File: src/rtl/subclock_watchdog_regs.vh
// register offsets, bit positions, reset values and timing counts of the sub-clock watchdog
`ifndef SUBCLOCK_WATCHDOG_REGS_VH
`define SUBCLOCK_WATCHDOG_REGS_VH

// =====================================================
// register map (byte addresses, word aligned)
`define WDOG_CTRL_OFS        16'hff40
`define WDOG_IRQ_STAT_OFS    16'hff44
`define WDOG_IRQ_MASK_OFS    16'hff48
`define WDOG_COUNT_OFS       16'hff4c

// =====================================================
// control register fields
`define WDOG_EN_BIT          7
`define WDOG_FSEL_HI_BIT     6
`define WDOG_FSEL_MID_BIT    5
`define WDOG_FSEL_LO_BIT     4
`define WDOG_CLKOUT_ON_BIT   3
`define WDOG_RESTART_BIT     2
`define WDOG_TICK_CLR_BIT    1
`define WDOG_TICK_RUN_BIT    0
`define WDOG_CTRL_RESET      8'h80
`define WDOG_CTRL_RW_MASK    8'hf9

// =====================================================
// interrupt status bits
`define WDOG_EV_TIMEOUT_BIT  0
`define WDOG_EV_RESTART_BIT  1
`define WDOG_EV_WIDTH        2

// =====================================================
// timing and nmi: period options as sub-oscillator cycles, default select, nmi level and vector
`define WDOG_PERIOD_32K      32768
`define WDOG_PERIOD_64K      65536
`define WDOG_PERIOD_128K     131072
`define WDOG_PERIOD_256K     262144
`define WDOG_SEL_DEFAULT     2
`define WDOG_NMI_LEVEL       3'h4
`define WDOG_NMI_VECTOR      24'h00_0004

`endif

File: src/rtl/osc_edge_detect.v
// rising-edge detector on the sampled sub-oscillator clock
`timescale 1ns/1ps
`default_nettype none

module osc_edge_detect (
    input  wire clk,
    input  wire resetn,
    input  wire oscIn,
    output wire oscRise
);
    reg oscPrev_q;

    // oscIn is taken as synchronous, so one stage is enough for the edge
    always @(posedge clk or negedge resetn) begin
        if (!resetn) begin
            oscPrev_q <= 1'b0;
        end else begin
            oscPrev_q <= oscIn;
        end
    end

    assign oscRise = oscIn & ~oscPrev_q;
endmodule // osc_edge_detect

`default_nettype wire

File: src/rtl/subclock_watchdog_nmi.v
// sub-clock watchdog with non-maskable interrupt and shared clock-output control
`timescale 1ns/1ps
`default_nettype none
`include "subclock_watchdog_regs.vh"

//
// Function
// - counter ticks on the low-speed oscillator; missed restart raises the NMI.
// - period option fixed at build: 32768, 65536, 131072 or 262144 cycles.
// - enable resets to one, so counting starts right after reset.
// - counting continues while the CPU is halted.
// - counter freezes while the chip sleeps.
// - actual timeout lies between three quarters and the full period.
// - timeout is an unmaskable level 4 interrupt with top priority.
// - exception vector for the watchdog interrupt is address 000004H.
// - enable bit 7 of the control register, read back as written.
// - writing one to bit 2 clears the upper two counter stages and restarts; zero does nothing.
// - restart bit is write-only and always reads zero.
module subclock_watchdog_nmi #(
    parameter [1:0] PERIOD_SEL = `WDOG_SEL_DEFAULT,
    parameter       DIV_WIDTH  = 18
) (
    input  wire                 clk,
    input  wire                 resetn,
    // avalon-mm slave
    input  wire [15:0]          avs_address,
    input  wire                 avs_read,
    input  wire                 avs_write,
    input  wire [31:0]          avs_writedata,
    input  wire [3:0]           avs_byteenable,
    output reg  [31:0]          avs_readdata,
    output wire                 avs_waitrequest,
    output reg  [1:0]           avs_response,
    // oscillator and cpu state
    input  wire                 lowSpeedOsc,
    input  wire                 cpuHalted,
    input  wire                 chipSleep,
    // cpu non-maskable interrupt
    output reg                  nmiRequest,
    output wire [2:0]           nmiLevel,
    output wire [23:0]          nmiVector,
    input  wire                 nmiAck,
    // forwarded to clock-output and tick timer
    output wire                 clkoutFreqSelHi,
    output wire                 clkoutFreqSelMid,
    output wire                 clkoutFreqSelLo,
    output wire                 clkoutOn,
    output reg                  tickTimerClear,
    output wire                 tickTimerRun,
    // software interrupt
    output wire                 irq
);
    // =====================================================
    // bus slave state
    localparam ST_IDLE = 1'b0;
    localparam ST_DONE = 1'b1;

    reg                   state_q;
    reg  [7:0]            ctrl_q;
    reg  [7:0]            ctrlWrite;
    reg  [`WDOG_EV_WIDTH-1:0] irqStat_q;
    reg  [`WDOG_EV_WIDTH-1:0] irqMask_q;
    reg  [`WDOG_EV_WIDTH-1:0] irqStat_d;
    reg                   restartPulse;
    wire                  oscRise;
    wire                  wdExpire;
    wire [DIV_WIDTH-1:0]  wdCount;
    wire                  wdRun;
    wire                  busReq;
    wire                  accept;

    function mapped;
        input [15:0] addr;
        begin
            mapped = (addr == `WDOG_CTRL_OFS) || (addr == `WDOG_IRQ_STAT_OFS) ||
                     (addr == `WDOG_IRQ_MASK_OFS) || (addr == `WDOG_COUNT_OFS);
        end
    endfunction

    // =====================================================
    // avalon handshake: one wait cycle, answer in the second
    assign busReq          = avs_read | avs_write;
    assign accept          = busReq & (state_q == ST_DONE);
    assign avs_waitrequest = busReq & (state_q == ST_IDLE);

    always @(posedge clk or negedge resetn) begin
        if (!resetn) begin
            state_q <= ST_IDLE;
        end else begin
            case (state_q)
                ST_IDLE: begin
                    if (busReq) begin
                        state_q <= ST_DONE;
                    end
                end
                ST_DONE: begin
                    state_q <= ST_IDLE;
                end
                default: begin
                    state_q <= ST_IDLE;
                end
            endcase
        end
    end

    // =====================================================
    // control register writes
    always @* begin
        ctrlWrite = ctrl_q;
        restartPulse = 1'b0;
        if (accept && avs_write && avs_address == `WDOG_CTRL_OFS && avs_byteenable[0]) begin
            // strobe bits are not stored, so a read sees zero there
            ctrlWrite = avs_writedata[7:0] & `WDOG_CTRL_RW_MASK;
            restartPulse = avs_writedata[`WDOG_RESTART_BIT];
        end
    end

    always @(posedge clk or negedge resetn) begin
        if (!resetn) begin
            ctrl_q         <= `WDOG_CTRL_RESET;
            tickTimerClear <= 1'b0;
        end else begin
            ctrl_q         <= ctrlWrite;
            tickTimerClear <= accept & avs_write & (avs_address == `WDOG_CTRL_OFS) &
                              avs_byteenable[0] & avs_writedata[`WDOG_TICK_CLR_BIT];
        end
    end

    assign clkoutFreqSelHi  = ctrl_q[`WDOG_FSEL_HI_BIT];
    assign clkoutFreqSelMid = ctrl_q[`WDOG_FSEL_MID_BIT];
    assign clkoutFreqSelLo  = ctrl_q[`WDOG_FSEL_LO_BIT];
    assign clkoutOn         = ctrl_q[`WDOG_CLKOUT_ON_BIT];
    assign tickTimerRun     = ctrl_q[`WDOG_TICK_RUN_BIT];

    // =====================================================
    // watchdog core
    osc_edge_detect u_edge (
        .clk     (clk),
        .resetn  (resetn),
        .oscIn   (lowSpeedOsc),
        .oscRise (oscRise)
    );

    // halt does not stop it, sleep does; disable also blocks the interrupt
    assign wdRun = ctrl_q[`WDOG_EN_BIT] & ~chipSleep;

    wdog_divider #(
        .WIDTH (DIV_WIDTH)
    ) u_div (
        .clk       (clk),
        .resetn    (resetn),
        .tick      (oscRise),
        .run       (wdRun),
        .restart   (restartPulse),
        .periodSel (PERIOD_SEL),
        .count     (wdCount),
        .expire    (wdExpire)
    );

    // nmi stays asserted until the cpu takes it; a new timeout wins over the ack
    always @(posedge clk or negedge resetn) begin
        if (!resetn) begin
            nmiRequest <= 1'b0;
        end else if (wdExpire) begin
            nmiRequest <= 1'b1;
        end else if (nmiAck) begin
            nmiRequest <= 1'b0;
        end
    end

    assign nmiLevel  = `WDOG_NMI_LEVEL;
    assign nmiVector = `WDOG_NMI_VECTOR;

    // =====================================================
    // sticky status for software, cleared by reading; events win over the clear
    always @* begin
        irqStat_d = irqStat_q;
        if (accept && avs_read && avs_address == `WDOG_IRQ_STAT_OFS) begin
            irqStat_d = {`WDOG_EV_WIDTH{1'b0}};
        end
        if (wdExpire) begin
            irqStat_d[`WDOG_EV_TIMEOUT_BIT] = 1'b1;
        end
        if (restartPulse) begin
            irqStat_d[`WDOG_EV_RESTART_BIT] = 1'b1;
        end
    end

    always @(posedge clk or negedge resetn) begin
        if (!resetn) begin
            irqStat_q <= {`WDOG_EV_WIDTH{1'b0}};
            irqMask_q <= {`WDOG_EV_WIDTH{1'b0}};
        end else begin
            irqStat_q <= irqStat_d;
            if (accept && avs_write && avs_address == `WDOG_IRQ_MASK_OFS && avs_byteenable[0]) begin
                irqMask_q <= avs_writedata[`WDOG_EV_WIDTH-1:0];
            end
        end
    end

    assign irq = |(irqStat_q & irqMask_q);

    // =====================================================
    // read data and response
    always @(posedge clk or negedge resetn) begin
        if (!resetn) begin
            avs_readdata <= 32'h0000_0000;
            avs_response <= 2'b00;
        end else if (busReq && state_q == ST_IDLE) begin
            avs_response <= mapped(avs_address) ? 2'b00 : 2'b11;
            case (avs_address)
                `WDOG_CTRL_OFS:     avs_readdata <= {24'h00_0000, ctrl_q};
                `WDOG_IRQ_STAT_OFS: avs_readdata <= {30'h0000_0000, irqStat_q};
                `WDOG_IRQ_MASK_OFS: avs_readdata <= {30'h0000_0000, irqMask_q};
                `WDOG_COUNT_OFS:    avs_readdata <= {14'h0000, wdCount};
                default:            avs_readdata <= 32'h0000_0000;
            endcase
        end
    end
endmodule // subclock_watchdog_nmi

`default_nettype wire

File: src/rtl/wdog_divider.v
// watchdog divider chain counting sub-oscillator ticks
`timescale 1ns/1ps
`default_nettype none

module wdog_divider #(
    parameter WIDTH = 18
) (
    input  wire             clk,
    input  wire             resetn,
    input  wire             tick,
    input  wire             run,
    input  wire             restart,
    input  wire [1:0]       periodSel,
    output wire [WIDTH-1:0] count,
    output wire             expire
);
    reg  [WIDTH-1:0] count_q;
    reg  [WIDTH-1:0] count_d;
    reg  [WIDTH-1:0] keepMask;
    reg  [WIDTH-1:0] termMask;

    // restart clears only the upper two stages of the selected period
    always @* begin
        case (periodSel)
            2'd0: begin
                keepMask = {{(WIDTH-13){1'b0}}, 13'h1fff};
                termMask = {{(WIDTH-15){1'b0}}, 15'h7fff};
            end
            2'd1: begin
                keepMask = {{(WIDTH-14){1'b0}}, 14'h3fff};
                termMask = {{(WIDTH-16){1'b0}}, 16'hffff};
            end
            2'd2: begin
                keepMask = {{(WIDTH-15){1'b0}}, 15'h7fff};
                termMask = {{(WIDTH-17){1'b0}}, 17'h1_ffff};
            end
            default: begin
                keepMask = {{(WIDTH-16){1'b0}}, 16'hffff};
                termMask = {WIDTH{1'b1}};
            end
        endcase
    end

    always @* begin
        count_d = count_q;
        if (restart) begin
            count_d = count_q & keepMask;
        end else if (run && tick) begin
            count_d = (count_q == termMask) ? {WIDTH{1'b0}} : count_q + 1'b1;
        end
    end

    always @(posedge clk or negedge resetn) begin
        if (!resetn) begin
            count_q <= {WIDTH{1'b0}};
        end else begin
            count_q <= count_d;
        end
    end

    assign count  = count_q;
    assign expire = run & tick & ~restart & (count_q == termMask);
endmodule // wdog_divider

`default_nettype wire

File: config.mk
export PLATFORM = sky130hd
export DESIGN_NAME = subclock_watchdog_nmi
export DESIGN_NICKNAME = d
export VERILOG_FILES = /design/src/rtl/osc_edge_detect.v /design/src/rtl/subclock_watchdog_nmi.v /design/src/rtl/wdog_divider.v
export VERILOG_INCLUDE_DIRS = /design/src /design/src/rtl
export SDC_FILE = /design/constraint.sdc
export NUM_CORES = 1
export LEC_CHECK = 0
export ABC_AREA = 1
export BUFFER_PORTS_ARGS = -buffer_cell sky130_fd_sc_hd__buf_2
export CAP_MARGIN = 20
export CORE_MARGIN = 2
export CORE_UTILIZATION = 40
export CTS_BUF_LIST = sky130_fd_sc_hd__clkbuf_8
export DETAILED_ROUTE_END_ITERATION = 8
export MAX_ROUTING_LAYER = met4
export PLACE_DENSITY = 0.69
export SLEW_MARGIN = 20
export SYNTH_ARGS = -nofsm -noshare
export SYNTH_HDL_FRONTEND = slang
export SYNTH_SLANG_ARGS = --single-unit
File: constraint.sdc
create_clock -name clk -period 3.2 [get_ports clk]
set_clock_uncertainty 0.2 [all_clocks]
set_input_delay 0.8 -clock clk [delete_from_list [all_inputs] [get_ports clk]]
set_output_delay 0.8 -clock clk [all_outputs]
set_load 0.01 [all_outputs]
# Word level (Yosys, flattened, before mapping)

Cells that the tools add are included.

Output and inout port bits: 70
Bits in read-only memories: 0
Input port bits: 60
Memory bits (writable): 0
Flip-flop bits (word level): 66
Memories kept: 0
Latch bits: 0

Muxes and demuxes: 13
Eq/ne operators: 5
Magnitude comparators: 0
$add $sub $neg: 1
Divide/modulo/power cells: 0
Multipliers: 0
Bitwise gates (word level): 17
Shifts and indexed selects: 0
Reduce and logical (&&, ||, !) cells: 18

Operator list:

| operator                                                                 | count |
|---|---|
| 18-bit one-hot mux with 4 select lines                                   | 1 |
| 16-bit equality test (second input constant)                             | 4 |
| 18-bit 2-to-1 mux                                                        | 3 |
| 18-bit by 1-bit adder with 18-bit output (second input constant)         | 1 |
| 18-bit by 17-bit equality test with 1-bit output (second input constant) | 1 |
| 1-bit AND                                                                | 11 |
| 1-bit logical AND                                                        | 9 |
| 2-bit nonzero test                                                       | 4 |
| 1-bit 2-to-1 mux                                                         | 6 |
| 2-bit 2-to-1 mux                                                         | 2 |
| 1-bit NOT                                                                | 4 |
| 1-bit logical OR                                                         | 3 |
| 2-bit AND                                                                | 1 |
| 1-bit one-hot mux with 2 select lines                                    | 1 |
| 2-bit AND reduction                                                      | 1 |
| 2-bit OR reduction                                                       | 1 |
| 1-bit OR                                                                 | 1 |

# Logic depth before layout (Yosys ltp)

Word-level depth: 10
Mapped depth: 10
Gate-level depth less buffers: 10

# Cells and area by module

A second synthesis with hierarchy kept.

Cell total of the unflattened synthesis: 419
Area total of the unflattened synthesis: 3105.5 sq um

Modules (own cells, without submodules):

| module                | times used | area an instance (sq um) | cells an instance |
|---|---|---|---|
| subclock_watchdog_nmi | 1          | 1878.1                   | 240 |
| wdog_divider          | 1          | 1192.4                   | 176 |
| osc_edge_detect       | 1          | 35.0                     | 3 |

# Worst setup path after synthesis

No wires, ideal clock.

Path type: input -> output
Start point: input port avs_write
End point: output port avs_waitrequest
Buffers on the path: 0
Cell stages on the path: 2
Arrival time: 1.268 ns
Setup slack: 0.932 ns
Cell sequence: o21ai_1 > clkinv_1

Word-level cells in the longest chain between the ends: 2

Ends and longest elaborated chain:

| element            | RTL line                   | text |
|---|---|---|
| start: declaration | subclock_watchdog_nmi.v:28 | `input wire avs_write,` |
| 1-bit OR           | subclock_watchdog_nmi.v:82 | `assign busReq = avs_read \| avs_write;` |
| 1-bit AND          | subclock_watchdog_nmi.v:84 | `assign avs_waitrequest = busReq & (state_q == ST_IDLE);` |
| end: declaration   | subclock_watchdog_nmi.v:32 | `output wire avs_waitrequest,` |

Every way passes these cells.

# Final worst setup path

Ends and elaborated chain as after synthesis.

==> flow_summary.toml <==
[run_status]
outcome = "completed"

[yosys]
synthCells = 390
synthXorXnorAreaFrac = 0.0317
avgSynthCellArea_um2 = 7.80
async_reset_ff_frac = 1.00
synth_edf_count = 0
synth_top_family_by_area = "simple AND/OR/NAND/NOR gates"
synth_most_common_cell = "nand2_1"
ys_top_cells_by_count = "nand2_1, dfrtp_1, buf_4"
synth_seq_area_share = 0.420
synth_compound_area_frac = 0.0794
synthSimpleGateAreaFrac = 0.293
yosys_most_used_dff = "dfrtp_1"
synth.largest_area_cell = "dfrtp_1"
synth_mux_area_frac = 0
synth_cell_types = 31
synth_seq_cells = 51
netlist_area_um2 = 3040
yosysTopAreaCellShare = 0.412
synth_adder_area_share = 0.00412
synth_area_leaders = "dfrtp_1, nand2_1, buf_4, nand3_1, nor2_1"
ys_warn_count = 0

[timing]
finalSetupViolCount = 0
tns_ps = 0
rsz0062_at_grt = "no"
finalCritPeriodShare = 0.786
finalCriticalPeriod_ps = 2510
hold_viol = 0
slew_viol_final = 0
max_freq_mhz = 398

[drt]
wl_met2_um = 3000
wl_per_cell_um = 12.0
num_vias = 2519
top_layer_used = "met4"
drcViolationCount = 0
ant_nets = 0
drt_first_pass_iters = 4
drtIter0Drc = 269
dr_wl_met3_um = 342
routed_wl_um = 6600
drt-met1-wl_um = 3180
viasPerCell = 4.59

[power]
ir_drop_mv = 0.193
leakage_nw = 1.71
p_per_area_nw_per_um2 = 371

[clock_network]
clk_latency_ps = 310
clockBufferDepth = 2
path_clk_slew_ps = 90
ctsHtreeMaxLevel = 2
cts_made_buffers = 5
cts_setup_buffers = 0
cts_tree = "built"
cts.sinks = 51
cts.repair.resized = 0
ctsHoldBuffers = 0
root_buffer = "clkbuf_8"

[worst_setup_path]
r2r_cells = 8
crit_type = "in -> out"
r2r_end = "u_div.count[9]"
startpoint = "avs_write"
end_kind = "primary output"
critPathRequiredTime_ps = 2200
worstSetupStartpointType = "primary input"
r2r-start = "u_div.count[1]"
endpoint = "avs_waitrequest"
arrival_ps = 1510
worst-path-max-fanout = 10
reg2reg_slack_ps = 1300

[grt]
antenna_found_initial = 0
grt_max_degree = 31
overflow = 0
grt_pass1_wl_um = 11100
grt_pass1_vias = 2323
track_usage = 0.172

[placed_design]
gp_congestion = 0.882
post-dp-hpwl_um = 5140
port_buffers = 60
dp.cells = 541

[final_layout]
areaGrowthSynthToFinish_pct = 10.2
n_antenna_cell = 0
fin_nets = 510
final_cells = 549
final_layout_size_suffix_gt1_frac = 0.220

[floorplanning]
start_util = 0.417
num_rows = 31
dieArea_um2 = 8310
coreArea_um2 = 7290
die_w_um = 91.2
io_pins = 130
fp.dieH_um = 91.2

[worst_hold_path]
hold_path_class = "in -> async"

[job]
drv_cap = 0
logic make-up after synthesis:
| family | after synthesis |
|---|---|
| compound gates | 41 |
| fa+ha+maj | 1 |
| buf+inv | 86 |
| other cells | 2 |
| simple gates | 198 |
| flops | 51 |
| xor+xnor | 11 |
metrics by stage:
stage	hold slack (ps)	util	total power, mW	cell area (um2)	worst slack, ps
2_1_floorplan	258	-	0.864	3190	932
3_3_place_gp	258	0.448	0.885	3270	696
3_5_place_dp	262	0.448	0.889	3270	696
4_1_cts	193	0.460	1.26	3350	693
5_1_grt	191	0.460	1.32	3350	636
6_report	189	0.460	1.24	3350	685
worst min path at each step:
stage               startpoint  depth (start not counted)  slack [ps]               to
3_3_place_gp   avs_readdata[4]                          2         260  avs_readdata[4]
3_5_place_dp   avs_readdata[6]                          2         260  avs_readdata[6]
4_1_cts                 resetn                          1         190  u_div.count[12]
2_1_floorplan        ctrl_q[7]                          2         260        ctrl_q[7]
6_report                resetn                          1         190   u_div.count[8]
5_1_grt                 resetn                          1         190   u_div.count[8]
metal layers:
layer / up-vias / GRT usage
met4: 0 / 0.0530
met2: 79 / 0.262
met3: 6 / 0.0249
met5: - / -
li1: 1268 / -
met1: 1166 / 0.239
placed cells by master, fill, tap and decap left out:
cell type     n
nor2_1       31
o31ai_1      10
nand3_2       3
nor2_4        5
a21oi_1       5
buf_2        60
a22o_1        1
clkinvlp_4    1
nand3_1      30
o21ai_2       2
clkinv_1      1
o21ai_1      10
inv_2         4
o21ai_0      10
o22ai_1       3
nand4_1       3
nand2_2       7
xor2_1       10
nand4_2       1
and3_1        2
dfstp_2       1
nor3_1        4
buf_4         5
dfrtp_1      50
xnor2_1       1
nor2_2        4
clkinv_2      1
inv_1        30
conb_1       41
ha_1          1
nand2_1     108
clkbuf_8      5
worst max-delay path: stages:
cell	delay, ps
buf_2	110
o21ai_2	140
clkinv_1	240
buf_2	220
power breakdown:
group          switching [mW]  total [mW]  internal, mW  leakage (nW)
Sequential             0.0306       0.699         0.668         0.677
Combinational           0.122       0.179        0.0572         0.990
Clock                   0.216       0.366         0.150        0.0453
Total                   0.369        1.24         0.875          1.71
sequential cells by signal, summed over array words and instances (netlist names):
register          cells
avs_readdata         18
u_div.count          18
ctrl_q                6
irqMask_q             2
irqStat_q             2
avs_response          1
nmiRequest            1
state_q               1
tickTimerClear        1
u_edge.oscPrev_q      1
layout make-up:
class                           count  area [um2]
Fill cell                         765        3940
Multi-Input combinational cell    292        1400
Sequential cell                    51        1280
Timing Repair Buffer               65         338
Inverter                           34         128
Tap cell                           99         124
Clock buffer                        5        68.8
Clock inverter                      3        16.3
Power figures use the tool's default switching activity.
